### config.mk
export PLATFORM = sky130hd
export DESIGN_NAME = rbsc_top
export DESIGN_NICKNAME = d
export VERILOG_FILES = /design/src/verilog/rbsc_pkg.sv /design/src/verilog/rbsc_sync.sv /design/src/verilog/rbsc_top.sv
export VERILOG_INCLUDE_DIRS = /design/src /design/src/verilog
export SDC_FILE = /design/constraint.sdc
export NUM_CORES = 1
export LEC_CHECK = 0
export BUFFER_PORTS_ARGS = -buffer_cell sky130_fd_sc_hd__buf_2
export CORE_ASPECT_RATIO = 1.1
export CORE_UTILIZATION = 45
export DETAILED_ROUTE_END_ITERATION = 8
export GPL_TIMING_DRIVEN = 0
export PLACE_DENSITY = 0.78
export SLEW_MARGIN = 20
export SYNTH_ARGS = -nofsm -noshare
export SYNTH_HDL_FRONTEND = slang
export SYNTH_SLANG_ARGS = --single-unit
### constraint.sdc
create_clock -name clk_i -period 4.05 [get_ports clk_i]
set_input_delay 0.6075 -clock clk_i [delete_from_list [all_inputs] [get_ports clk_i]]
set_output_delay 0.6075 -clock clk_i [all_outputs]
set_load 0.02 [all_outputs]
### src/verilog/rbsc_consts.svh
// constants for the reset and boot strap capture block
`ifndef RBSC_CONSTS_SVH
`define RBSC_CONSTS_SVH
`define RBSC_ADDR_PUD 4'h0
`define RBSC_ADDR_STATUS 4'h4
`define RBSC_ADDR_MODE 4'h8
`define RBSC_PUD_RESET_BIT 0
`define RBSC_PUD_BOOT_BIT 1
`define RBSC_PUD_WIDTH_BIT 2
`define RBSC_PUD_RESET_VAL 3'h0
`define RBSC_ST_RESET_BIT 0
`define RBSC_ST_BOOT_BIT 1
`define RBSC_ST_WIDE_BIT 2
`define RBSC_ST_SECURE_BIT 3
`define RBSC_ST_POR_BIT 4
`define RBSC_HOLD_CYCLES 16
`define RBSC_POR_CYCLES 32
`endif

### src/verilog/rbsc_pkg.sv
// types for the reset and boot strap capture block
package rbsc_pkg;
    typedef enum logic [1:0] {
        RBSC_POR   = 2'b00,
        RBSC_HELD  = 2'b01,
        RBSC_COUNT = 2'b10,
        RBSC_RUN   = 2'b11
    } rbsc_state_e;
endpackage

### src/verilog/rbsc_sync.sv
// two flop synchroniser for a bundle of level inputs
`timescale 1ns/1ps
module rbsc_sync #(
    parameter int WIDTH = 1
) (
    input wire logic clk_i,
    input wire logic [WIDTH-1:0] d_i,
    output logic [WIDTH-1:0] q_o
);
    logic [WIDTH-1:0] meta;

    // first stage is read only by the second
    always_ff @(posedge clk_i)
    begin
        meta <= d_i;
        q_o <= meta;
    end
endmodule

### src/verilog/rbsc_top.sv
// reset combiner, reset output and boot strap capture with wishbone regs
`timescale 1ns/1ps
`include "rbsc_consts.svh"

module rbsc_top
    import rbsc_pkg::*;
#(
    parameter int HOLD_CYCLES = `RBSC_HOLD_CYCLES,
    parameter int POR_CYCLES = `RBSC_POR_CYCLES
) (
    input wire logic clk_i,
    input wire logic rst_i,
    input wire logic reset_pin_n_i,
    input wire logic test_reset_n_i,
    input wire logic external_boot_strap_i,
    input wire logic address_width_strap_i,
    input wire logic flash_secured_i,
    input wire logic wb_cyc_i,
    input wire logic wb_stb_i,
    input wire logic wb_we_i,
    input wire logic [3:0] wb_adr_i,
    input wire logic [3:0] wb_sel_i,
    input wire logic [31:0] wb_dat_i,
    output logic [31:0] wb_dat_o,
    output logic wb_ack_o,
    output logic sys_reset_n_o,
    output logic debug_reset_n_o,
    output logic reset_output_pin_n_o,
    output logic boot_mode_bit_o,
    output logic wide_address_o,
    output logic flash_secure_mode_o,
    output logic reset_pullup_en_o,
    output logic boot_strap_pullup_en_o,
    output logic width_strap_pullup_en_o
);
    rbsc_state_e state;
    rbsc_state_e next_state;
    logic [15:0] count;
    logic [2:0] pull_up_disable_reg;
    logic [2:0] pins_s;
    logic reset_pin_s;
    logic boot_strap_s;
    logic width_strap_s;
    logic por_done;
    logic wb_hit;

    // pins treated as asynchronous board levels, so synchronise them
    rbsc_sync #(
        .WIDTH(3)
    ) u_sync (
        .clk_i(clk_i),
        .d_i({reset_pin_n_i, external_boot_strap_i, address_width_strap_i}),
        .q_o(pins_s)
    );
    assign reset_pin_s = pins_s[2];
    assign boot_strap_s = pins_s[1];
    assign width_strap_s = pins_s[0];

    // reset sequencer: power-on, held by pin, fixed count, running
    always_comb
    begin
        next_state = state;
        unique case (state)
            RBSC_POR:
                if (por_done)
                    next_state = RBSC_HELD;
            RBSC_HELD:
                if (reset_pin_s)
                    next_state = RBSC_COUNT;
            RBSC_COUNT:
                if (!reset_pin_s)
                    next_state = RBSC_HELD;
                else if (count == 16'(HOLD_CYCLES - 1))
                    next_state = RBSC_RUN;
            RBSC_RUN:
                if (!reset_pin_s)
                    next_state = RBSC_HELD;
        endcase
    end

    // rst_i models the power-on reset source
    always_ff @(posedge clk_i)
    begin
        if (rst_i)
            state <= RBSC_POR;
        else
            state <= next_state;
    end

    // one counter serves the power-on hold and the post-release hold
    always_ff @(posedge clk_i)
    begin
        if (rst_i)
        begin
            count <= 16'h0000;
            por_done <= 1'b0;
        end
        else
        begin
            if (state == RBSC_POR)
            begin
                if (count == 16'(POR_CYCLES - 1))
                    por_done <= 1'b1;
                else
                    count <= count + 16'h0001;
            end
            else if (state == RBSC_COUNT)
                count <= count + 16'h0001;
            else
                count <= 16'h0000;
        end
    end

    // internal reset and its pin mirror share one flop each
    always_ff @(posedge clk_i)
    begin
        if (rst_i)
        begin
            sys_reset_n_o <= 1'b0;
            reset_output_pin_n_o <= 1'b0;
        end
        else
        begin
            sys_reset_n_o <= (next_state == RBSC_RUN);
            reset_output_pin_n_o <= (next_state == RBSC_RUN);
        end
    end

    // debug logic follows power-on and test reset only, never the pin
    always_ff @(posedge clk_i)
    begin
        if (rst_i)
            debug_reset_n_o <= 1'b0;
        else
            debug_reset_n_o <= (state != RBSC_POR) && test_reset_n_i;
    end

    // straps captured on the release edge, then frozen until next reset
    always_ff @(posedge clk_i)
    begin
        if (rst_i)
        begin
            boot_mode_bit_o <= 1'b0;
            wide_address_o <= 1'b0;
            flash_secure_mode_o <= 1'b0;
        end
        else if (state == RBSC_HELD && reset_pin_s)
        begin
            // secured flash cannot boot externally
            boot_mode_bit_o <= boot_strap_s && !flash_secured_i;
            wide_address_o <= width_strap_s;
            flash_secure_mode_o <= flash_secured_i;
        end
    end

    // pull-up disable register, writable while the core runs
    always_ff @(posedge clk_i)
    begin
        if (rst_i || state == RBSC_POR)
            pull_up_disable_reg <= `RBSC_PUD_RESET_VAL;
        else if (wb_hit && wb_we_i && wb_sel_i[0]
                 && wb_adr_i == `RBSC_ADDR_PUD)
            pull_up_disable_reg <= wb_dat_i[2:0];
    end

    // pull-up enables are the inverse of the disable bits
    always_ff @(posedge clk_i)
    begin
        if (rst_i)
        begin
            reset_pullup_en_o <= 1'b1;
            boot_strap_pullup_en_o <= 1'b1;
            width_strap_pullup_en_o <= 1'b1;
        end
        else
        begin
            reset_pullup_en_o <=
                !pull_up_disable_reg[`RBSC_PUD_RESET_BIT];
            boot_strap_pullup_en_o <=
                !pull_up_disable_reg[`RBSC_PUD_BOOT_BIT];
            width_strap_pullup_en_o <=
                !pull_up_disable_reg[`RBSC_PUD_WIDTH_BIT];
        end
    end

    // wishbone classic: one wait state, ack drops after one cycle
    assign wb_hit = wb_cyc_i && wb_stb_i && !wb_ack_o;

    always_ff @(posedge clk_i)
    begin
        if (rst_i)
            wb_ack_o <= 1'b0;
        else
            wb_ack_o <= wb_hit;
    end

    // read mux; unmapped offsets read zero
    always_ff @(posedge clk_i)
    begin
        if (rst_i)
            wb_dat_o <= 32'h0000_0000;
        else if (wb_hit && !wb_we_i)
        begin
            unique case (wb_adr_i)
                `RBSC_ADDR_PUD:
                    wb_dat_o <= {29'h0, pull_up_disable_reg};
                `RBSC_ADDR_STATUS:
                    wb_dat_o <= {27'h0, state == RBSC_POR, flash_secure_mode_o,
                                 wide_address_o, boot_mode_bit_o,
                                 sys_reset_n_o};
                `RBSC_ADDR_MODE:
                    wb_dat_o <= {29'h0, pins_s};
                default:
                    wb_dat_o <= 32'h0000_0000;
            endcase
        end
    end
endmodule

; ---- Word level (Yosys, flattened, before mapping)
; Index checks and enable logic that the tools add are counted.
[totals]
ff_bits = 69
output_inout_bits = 42
word_cells = 56
[op_classes]
addsub = 1
eq_ne = 9
n_mux = 10
reduce_logical = 20
[op_table]
columns = cell, count
row1 = 16-bit 2-to-1 mux, 3
row2 = "16-bit by 1-bit adder with 16-bit output, second input constant", 1
row3 = "16-bit by 4-bit equality test with 1-bit output, second input constant", 1
row4 = "16-bit by 5-bit equality test with 1-bit output, second input constant", 1
row5 = 5-bit one-hot mux with 3 select lines, 1
row6 = 2-bit 2-to-1 mux, 5
row7 = 1-bit logical AND, 9
row8 = 2-bit one-hot mux with 4 select lines, 1
row9 = "2-bit equality test, second input constant", 3
row10 = 1-bit logical NOT, 6
row11 = "4-bit by 3-bit equality test with 1-bit output, second input constant", 1
row12 = "4-bit equality test, second input constant", 1
row13 = 4-bit logical NOT, 1
row14 = "2-bit by 1-bit equality test with 1-bit output, second input constant", 1
row15 = 2-bit logical NOT, 1
row16 = "2-bit inequality test, second input constant", 1
row17 = 2-bit AND reduction, 1
row18 = 2-bit nonzero test, 1
row19 = 1-bit logical OR, 1

; ---- Logic depth before layout (Yosys ltp)
; Gate-level depths: netlist of the first run.
[depth]
word_depth = 5
ltp_mapped = 5

; ---- Hierarchy
; From an unflattened synthesis of the first run, not the netlist that was laid out.
[unflattened]
cells_unflattened = 205
hier_area_um2 = 1910.6
[modules_own_cells]
columns = module, n_inst, cells_each, area_per_inst_um2, seq_area_each_um2
row1 = rbsc_top, 1, 199, 1790.5, 720.7
row2 = rbsc_sync, 1, 6, 120.1, 120.1

; ---- Worst setup path before layout of the first run
; Ideal clock, no wire load.
[synth_path]
kind = reg-to-reg
from = register count[0]
to = register count[1]
arrival_ps = 1424
required_time_ps = 3934
setup_slack_ps = 2510
stages_incl_launch_ff = 6
path_buffers = 0
cell_sequence = dfxtp_1 > ha_1 > nand4_1 > nor3_1 > nand2_1 > a31o_2
[synth_via]
elab_chain_cells = 3
word_cells_on_any_way = 6
cone_classes = add/sub: 1 / eq/ne: 2 / mux: 3
[synth_lines]
columns = element, line_no
row1 = "start, declared", rbsc_top.sv:38  ; logic [15:0] count;
row2 = "start signal, assigned", rbsc_top.sv:105  ; count <= count + 16'h0001;
row3 = "start signal, assigned", rbsc_top.sv:108  ; count <= count + 16'h0001;
row4 = 16-bit by 1-bit adder with 16-bit output, "rbsc_top.sv:105, rbsc_top.sv:108"
row5 = "16-bit 2-to-1 mux, on equally long branches", "rbsc_top.sv:107, rbsc_top.sv:102"
row6 = 16-bit 2-to-1 mux, rbsc_top.sv:100  ; if (state == RBSC_POR)
; Parallel ways exist; a longest one is shown, timed or not. The select of a mux whose other input is x is not followed.
; A chain may end at the register's enable or synchronous reset.

; ---- Worst setup path in the final report of the first run
; Same ends and word-level chain as after synthesis.

==> run_results.csv, run 1 <==
group,metric,value,unit
floorplan,fp.dieH,70.7,µm
placed_design,gp_congestion,0.803,
setup_path,path_cells,"ha_1, nand4_1, nor3_1, nand2_1, a31o_2",
layout,layout_commonest_cell,"dfxtp_1",
setup_path,crit_type,"reg -> reg",
global_route,antenna_found_initial,0,
routing,wl_met3,203,µm
setup_path,slowest_delay,440,ps
hold_path,hp-class,"reg -> reg",
setup_path,crit_slowest_cell,"dfxtp_1",
synthesis,synth_cells,212,
synthesis,ys_ff_latch,42,
clock_network,cts_setup_buffers,0,
clock_network,cts_buffers,5,
clock_network,clock_latency,290,ps
routing,dr.pass1.iters,4,
placed_design,place_hpwl,2700,µm
synthesis,async_reset_ff_frac,0,
global_route,grt_first_pass_wirelength,6000,µm
clock_network,htree_levels,2,
clock_network,path_clk_slew,80,ps
global_route,grt_pass1_vias,1393,
floorplan,core-area,0.00402,mm²
sta,setup_viol,0,
floorplan,dieArea,0.00455,mm²
layout,synthToLayoutAreaGrowth,21.2,%
sta,period_share,0.441,
synthesis,syn_area,0.00193,mm²
setup_path,critPathMaxFanout,5,
routing,routed_wl,3660,µm
sta,clock_skew,8.13,ps
routing,viasPerCell,4.78,
synthesis,yosysWarningCount,0,
layout,top_register,"count",
routing,topRoutingLayerUsed,"met4",
layout,final_cells,329,
setup_path,cp-end-kind,"flip-flop",
synthesis,ys_seq_area_frac,0.436,
power,p_per_area,333,mW/mm²
setup_path,cp-start-kind,"flip-flop",
routing,route.detailed.drc,0,
flow_run,cap_violations,0,
layout,fin_util,0.581,
routing,postRouteAntennaNets,0,
global_route,track_usage,0.170,
sta,hold_viol,0,
placed_design,io_buffer_count,31,
layout,largest_register_ffs,16,
sta,slew_violations,0,
power,p_leak,1.02,nW
clock_network,clock-sinks,42,
clock_network,cts_hold_buf,0,
global_route,grt_overflow,0,
placed_design,dpl.cell_count,321,
sta,tns,0,ps
sta,tightest_slew,603,ps
sta,min_period,1780,ps
global_route,grt_max_degree,13,
routing,routedWlPerCell,11.1,µm
layout,diodes,0,
layout,largestRegisters,"count x16, wb_dat_o x5",
placed_design,dpl_worst_slack,2290,ps
floorplan,pin_count,92,
clock_network,cts_tree,"done",
clock_network,postCtsResizedCells,0,
routing,met2WireLength,1780,µm
sta,slew_headroom,0.596,
synthesis,yosys-top-cells-area,"dfxtp_1 (44%), buf_4 (11%), nor2_1 (4.9%)",
layout,fin_area,0.00234,mm²
sta,rsz0062_at_grt,"no",
clock_network,clockBufferDepth,2,
routing,drt-initial-drc-count,91,
floorplan,initial_core_util,0.479,
power,vdd_drop_max,0.000174,V
synthesis,synth_flop_cell,"dfxtp_1",
routing,vias,1573,
setup_path,cp.required,4240,ps
floorplan,rows,24,
synthesis,synth_top_cell_area_share,0.436,
synthesis,yosys.area.top_type,"dfxtp_1",
floorplan,die_w,64.4,µm
run_status,status,"finished clean",
routing,met1_length,1620,µm
clock_network,cts_root_buf,"clkbuf_8",
sta,setup_slack,2270,ps
layout,final_nets,327,
synthesis,syn_area_per_cell,9.10,µm²
synthesis,synth_edf_count,0,
synthesis,synth.distinct_cells,40,
setup_path,arrival,1970,ps
sta,fmaxAchievable,560,MHz
layout,layout-drive-gt1-share,0.264,
layout,n_fill_cell,375,
placed_design,placed_cell_area,0.00225,mm²
setup_path,rrSetupSlack,2270,ps
layout,mostFrequentLayoutCells,"dfxtp_1 (42), buf_2 (31), buf_4 (28)",
==> per-stage QoR <==
step	total power, W	hold WS (ps)
2_1_floorplan	0.000496	310
4_1_cts	0.000785	332
3_5_place_dp	0.000512	314
5_1_grt	0.000809	338
6_report	0.000778	328
3_3_place_gp	0.000511	311
==> layer usage <==
| layer | up-vias | GRT usage |
|---|---|---|
| met2 | 41 | 0.295 |
| met4 | 0 | 0.0691 |
| met5 | - | 0 |
| met3 | 5 | 0.0516 |
| met1 | 704 | 0.194 |
| li1 | 823 | - |
==> cells by family after synthesis <==
group                      count (synthesis)  synth area share
buffers and inverters                     36             0.128
AOI/OAI and AO/OA                         26            0.0895
DFF                                       42             0.436
and+or+nand+nor                           88             0.251
adders and majority gates                  1           0.00648
other                                      1           0.00194
muxes                                      8            0.0415
xor gates and xnor gates                  10            0.0454
==> final timing paths <==
| kind | startpoint | endpoint | cells after the start |
|---|---|---|---|
| min reg2reg | u_sync.meta[1] | u_sync.q_o[1] | 0 |
| min | u_sync.meta[1] | u_sync.q_o[1] | 0 |
| max | count[0] | count[1] | 5 |
| max reg2reg | count[0] | count[1] | 5 |
==> power breakdown <==
part           internal [W]  switching [W]
clock              0.000137       0.000137
sequential         0.000419     0.00000664
combinational     0.0000340      0.0000436
==> cell type report <==
class	count	area, µm²	area share
multi-input combinational	160	938	0.401
tap	52	65.1	0.0278
clock buffer	7	86.3	0.0369
buffer	33	236	0.101
clock inverter	1	5.00	0.00214
inverter	3	11.3	0.00482
timing repair buffer	31	155	0.0663
sequential	42	841	0.360
==> synth_stat cells, types with 2 or more instances <==
cell type,count
xor2_1,3
nor3_1,10
nor4_1,7
dfxtp_1,42
inv_1,3
nand2_1,9
nor3b_1,3
a21oi_1,12
or2_2,2
or3_1,2
clkbuf_1,4
nand4_1,6
a22oi_1,3
o2bb2ai_1,3
nand2b_1,5
nand3b_1,3
buf_4,28
mux2i_1,8
a31o_2,2
nor2_1,25
xnor2_1,7
and2_1,2
nand3_1,6
==> worst max-delay path: cells and delay by family (launching register included) <==
family	cells	cell delay, ps
flip-flops	1	440
AO/OA/AOI/OAI	1	270
adder cells (fa/ha/maj)	1	260
AND/OR/NAND/NOR	3	710
Power figures use the tool's default switching activity.
==> run 2, diff against run 1 <==
Settings changed: ABC_AREA set to 1, CORE_UTILIZATION 45 to 42, PLACE_DENSITY 0.78 to 0.76.
Clock period 4.05 ns to 1.5 ns, I/O delays scaled along.
==> run 2 against run 1 <==
Net effect:
- clock power increased to 2.8 times the previous value
- sequential share of layout area decreased by 1.2 points
- synthesized cell count increased by 31%
- clock skew decreased by 3.2 ps
- hold slack got worse by 300 ps
- combinational power increased to 2.7 times the previous value
- highest routed layer unchanged
==> run_results.csv, run 2 <==
group,metric,value,unit
clock_network,clock-sinks,42,
layout,diodes,0,
setup_path,rr_worst_depth,9,
synthesis,async_reset_ff_frac,0,
floorplan,pin_count,92,
synthesis,ys_ff_latch,42,
layout,synthToLayoutAreaGrowth,21.9,%
floorplan,core-area,0.00441,mm²
routing,viasPerCell,4.56,
clock_network,cts_hold_buf,0,
clock_network,cts_tree,"done",
global_route,antenna_found_initial,0,
sta,whs,27.6,ps
routing,routed_wl,3710,µm
sta,min_period,1360,ps
layout,layout_commonest_cell,"nand2_1",
layout,final_nets,392,
synthesis,syn_area,0.00199,mm²
global_route,grt_pass1_vias,1520,
floorplan,dieArea,0.00501,mm²
synthesis,synth.distinct_cells,25,
synthesis,yosys-top-cells-area,"dfxtp_1 (42%), buf_4 (11%), nand2_1 (9.6%)",
sta,period_share,0.908,
power,p_leak,1.18,nW
power,p_per_area,870,mW/mm²
sta,rsz0062_at_grt,"no",
layout,largest_register_ffs,16,
global_route,met1_usage,0.175,
synthesis,synth_cells,277,
routing,dr.pass1.iters,4,
clock_network,path_clk_slew,80,ps
hold_path,hp-class,"in -> reg",
clock_network,cts_buffers,5,
synthesis,synth_top_cell_area_share,0.423,
setup_path,cp.required,1740,ps
sta,tns,0,ps
run_status,status,"finished clean",
global_route,busiest_layer,"met2",
clock_network,postCtsResizedCells,2,
sta,slew_headroom,0.637,
setup_path,crit_type,"reg -> reg",
synthesis,yosys-top-cells-count,"nand2_1 (51), nor2_1 (45), dfxtp_1 (42)",
clock_network,clock_latency,290,ps
setup_path,cp-end-kind,"flip-flop",
setup_path,critPathMaxFanout,3,
flow_run,cap_violations,0,
floorplan,fp.dieH,74.1,µm
sta,setup_viol,0,
global_route,grt_overflow,0,
sta,clock_skew,4.95,ps
setup_path,rrSetupSlack,140,ps
floorplan,initial_core_util,0.450,
power,vdd_drop_max,0.000650,V
synthesis,syn_area_per_cell,7.17,µm²
routing,postRouteAntennaNets,0,
synthesis,synth_edf_count,0,
synthesis,ys_seq_area_frac,0.423,
routing,route.detailed.drc,0,
sta,tightest_slew,543,ps
synthesis,yosysWarningCount,0,
global_route,grtUsageMet2,0.283,
hold_path,whs_endpoint,"u_sync.meta[0]",
synthesis,yosys.area.top_type,"dfxtp_1",
global_route,grt_max_degree,14,
layout,mostFrequentLayoutCells,"nand2_1 (50), nor2_1 (42), dfxtp_1 (41)",
setup_path,cp-start-kind,"flip-flop",
hold_path,hold_depth,1,
setup_path,slowest_delay,370,ps
power,p_total,0.00211,W
sta,hold_viol,0,
placed_design,place_hpwl,2900,µm
sta,slew_violations,0,
sta,fmaxAchievable,734,MHz
layout,largestRegisters,"count x16, wb_dat_o x5",
layout,layout-drive-gt1-share,0.237,
clock_network,htree_levels,2,
setup_path,arrival,1600,ps
setup_path,reg2reg_from,"count[1]",
placed_design,gp_congestion,0.784,
synthesis,synth_flop_cell,"dfxtp_1",
global_route,grt_first_pass_wirelength,6010,µm
setup_path,r2r_end,"count[0]",
global_route,use_met3,0.0399,
layout,fin_area,0.00242,mm²
clock_network,clockBufferDepth,2,
clock_network,cts_setup_buffers,0,
setup_path,path_cells,"ha_2, nand2_1, inv_1, nand2_1, nor2_2, nand2_1, nor2_2, nand3_1, nand2_1",
setup_path,crit_slowest_cell,"dfxtp_1",
floorplan,rows,25,
floorplan,die_w,67.6,µm
routing,routedWlPerCell,9.36,µm
synthesis,yosys.cell_count.top_type,"nand2_1",
setup_path,crit_top_cell,"nand2_1",
clock_network,cts_root_buf,"clkbuf_8",
hold_path,min_from,"address_width_strap_i",
placed_design,placed_cell_area,0.00231,mm²
placed_design,io_buffer_count,31,
routing,drt-initial-drc-count,50,
global_route,track_usage,0.157,
routing,vias,1805,
layout,top_register,"count",
[run 2: changes by cell type after synthesis, moves of 7 or more]
cell | before | now
nor4_1 | 7 | 0
nand3_1 | 6 | 20
nand2_1 | 9 | 51
nor2_1 | 25 | 45
a21oi_1 | 12 | 19
o21ai_0 | 1 | 8
inv_1 | 3 | 30
mux2i_1 | 8 | 0
xnor2_1 | 7 | 0
[run 2: logic make-up (layout without fill, tap and decap cells)]
group	Yosys count	after routing	synth area share
AND/OR/NAND/NOR	139	139	0.306
adder cells (fa/ha/maj)	1	1	0.00630
other	1	27	0.00189
flip-flops	42	42	0.423
buffers and inverters	60	99	0.170
AO/OA/AOI/OAI	34	34	0.0926
[run 2: final cells by class]
type                    instances  area, µm²
fillers                       431       1990
multi-input cells             201        923
flip-flops and latches         42        842
plain buffers                  30        225
repair buffers                 31        155
inverters                      30        113
clock buffers                   6       82.6
well taps                      54       67.6
clock inverters                 2       12.5
[run 2: per-stage QoR]
step | std cells | setup WS (ps) | util
floorplan | 303 | 227 | -
global placement | 388 | 8.24 | 0.523
detailed placement | 388 | -8.65 | 0.523
CTS | 396 | 22.4 | 0.546
global route | 396 | 11.3 | 0.549
finish | 396 | 137 | 0.549
[run 2: how the worst max path moves through the flow]
stage	to	slack, ps	startpoint	cells after the start
after detailed placement	count[1]	-9	count[0]	8
after CTS	count[14]	20	count[0]	8
after global routing	count[1]	10	count[1]	8
after floorplan	count[1]	230	count[0]	8
final	count[0]	140	count[1]	9
after global placement	count[1]	8	count[0]	8
[run 2: critical path: cells and delay by family, from the launching register on]
| family | cells | cell delay (ps) |
|---|---|---|
| and+or+nand+nor | 7 | 660 |
| DFF | 1 | 370 |
| adders and majority gates | 1 | 210 |
| buffers and inverters | 1 | 80 |
[run 2: where the power goes]
| part | total (W) | switching [W] | internal, W |
|---|---|---|---|
| clock network | 0.000757 | 0.000387 | 0.000370 |
| registers | 0.00114 | 0.0000112 | 0.00113 |
| logic | 0.000208 | 0.000123 | 0.0000848 |
[run 2: per-layer routing]
metal	part of all wire	vias to the layer above
met5	0	-
met4	0.013	0
met3	0.050	6
met2	0.50	52
met1	0.44	779
li1	-	968
==> run 3, diff against run 2 <==
Settings changed: REMOVE_ABC_BUFFERS set to 1.
==> run 3 against run 2 <==
Net effect:
- fmax decreased by 1.9%
- core utilization decreased by 4.7 points
- power increased by 3.3%
- first-iteration DRC count increased by 78%
- register-to-register slack got worse by 30 ps
- clock power increased by 17%
- cell area decreased by 8.6%
- flip-flop and latch count unchanged
- setup slack got worse by 26 ps
- die area unchanged
- critical path type unchanged
- largest cell class unchanged
==> run_results.csv, run 3 (same netlist as run 2, synthesis figures left out) <==
group,metric,value,unit
run_status,status,"finished clean",
setup_path,critical_path.endpoint,"count[0]",
layout,final_nets,363,
sta,hold_viol,0,
global_route,grt_overflow,0,
sta,fmaxAchievable,720,MHz
clock_network,cts_tree,"done",
global_route,grt_max_degree,19,
setup_path,arrival,1630,ps
routing,dr.pass1.iters,4,
clock_network,clockBufferDepth,2,
setup_path,cp-end-kind,"flip-flop",
placed_design,gp_congestion,0.800,
clock_network,postCtsResizedCells,0,
routing,met1_length,1660,µm
power,p_per_area,984,mW/mm²
layout,mostFrequentLayoutCells,"nand2_1 (51), nor2_1 (42), dfxtp_1 (41)",
global_route,antenna_found_initial,0,
setup_path,cp.required,1740,ps
routing,drt-initial-drc-count,89,
sta,tightest_slew,528,ps
clock_network,cts_hold_buf,0,
setup_path,cp-start-kind,"flip-flop",
sta,slew_violations,0,
sta,whs,24.5,ps
routing,topRoutingLayerUsed,"met4",
clock_network,cts_root_buf,"clkbuf_8",
global_route,track_usage,0.159,
layout,top_register,"count",
sta,period_share,0.926,
setup_path,r2r_end,"count[0]",
layout,layout-drive-gt1-share,0.160,
floorplan,pin_count,92,
floorplan,fp.dieH,74.1,µm
hold_path,hp-class,"in -> reg",
routing,routedWlPerCell,10.2,µm
global_route,grt_pass1_vias,1457,
power,vdd_drop_max,0.000606,V
routing,vias,1750,
sta,tns,0,ps
power,p_leak,1.03,nW
clock_network,cts_buffers,5,
floorplan,initial_core_util,0.450,
flow_run,cap_violations,0,
sta,min_period,1390,ps
routing,routed_wl,3730,µm
layout,final_cells,367,
setup_path,rr_worst_depth,9,
layout,synthToLayoutAreaGrowth,11.4,%
sta,clock_skew,6.64,ps
routing,viasPerCell,4.77,
routing,route.detailed.drc,0,
layout,layout_commonest_cell,"nand2_1",
setup_path,critPathMaxFanout,5,
clock_network,clock-sinks,42,
layout,largest_register_ffs,16,
clock_network,path_clk_slew,80,ps
setup_path,reg2reg_from,"count[0]",
routing,postRouteAntennaNets,0,
clock_network,cts_setup_buffers,0,
floorplan,core-area,0.00441,mm²
layout,largestRegisters,"count x16, wb_dat_o x5",
placed_design,dpl.cell_count,359,
placed_design,place_hpwl,2830,µm
clock_network,clock_latency,290,ps
clock_network,htree_levels,2,
global_route,grt_first_pass_wirelength,6010,µm
floorplan,die_w,67.6,µm
setup_path,crit_type,"reg -> reg",
placed_design,io_buffer_count,32,
setup_path,cp-startpoint,"count[0]",
layout,diodes,0,
routing,met2WireLength,1830,µm
sta,setup_viol,0,
floorplan,dieArea,0.00501,mm²
routing,wl_met3,164,µm
floorplan,rows,25,
setup_path,rrSetupSlack,110,ps
sta,slew_headroom,0.647,
==> run 3: changes by cell type in the layout (fill, tap and decap cells not counted) <==
cell,before,now
buf_2,31,32
buf_4,28,0
buf_6,1,0
bufinv_16,0,1
clkbuf_8,6,5
clkinv_2,1,0
inv_1,29,30
inv_2,1,0
nand2_1,50,51
nand2_2,2,1
==> run 3: how the worst min path moves through the flow <==
stage	slack, ps	from	cells after the start	end
4_1_cts	20	address_width_strap_i	1	u_sync.meta[0]
2_1_floorplan	250	address_width_strap_i	0	u_sync.meta[0]
3_3_place_gp	310	u_sync.meta[0]	0	u_sync.q_o[0]
6_report	20	external_boot_strap_i	1	u_sync.meta[1]
3_5_place_dp	320	u_sync.meta[1]	0	u_sync.q_o[1]
5_1_grt	10	reset_pin_n_i	1	u_sync.meta[2]
==> run 3: area by class of cell <==
type	count	area, µm²
fill	437	2200
tap	54	67.6
timing repair buffer	32	160
inverter	30	113
clock inverter	2	37.5
sequential	42	842
clock buffer	6	72.6
multi-input combinational	201	921
==> run 3: layer usage <==
| metal | GRT usage | vias to the layer above |
|---|---|---|
| met5 | 0 | - |
| met3 | 0.0414 | 8 |
| li1 | - | 910 |
| met4 | 0.0757 | 0 |
| met1 | 0.179 | 783 |
| met2 | 0.275 | 49 |
==> run 3: through the flow <==
step | instance area [µm²] | util | total power, W | setup WS [ps]
floorplan | 1860 | - | 0.00127 | 227
global placement | 2090 | 0.473 | 0.00131 | 23.8
detailed placement | 2090 | 0.473 | 0.00132 | 15.4
CTS | 2200 | 0.498 | 0.00220 | 2.09
global route | 2210 | 0.502 | 0.00225 | -33.4
finish | 2210 | 0.502 | 0.00218 | 111
==> run 3: where the power goes <==
part | switching (W) | leakage, nW | internal, W
logic | 0.000114 | 0.638 | 0.0000357
registers | 0.0000116 | 0.342 | 0.00113
clock network | 0.000387 | 0.0514 | 0.000496
total | 0.000513 | 1.03 | 0.00166
==> run 3: worst max-delay path, stage by stage (launching register included) <==
cell and delay, ps:
dfxtp_2 370, ha_2 200, nand2_1 70, inv_1 80, nand2_1 80, nor2_2 120
nand2_1 80, nor2_2 160, nand3_1 90, nand2_1 70
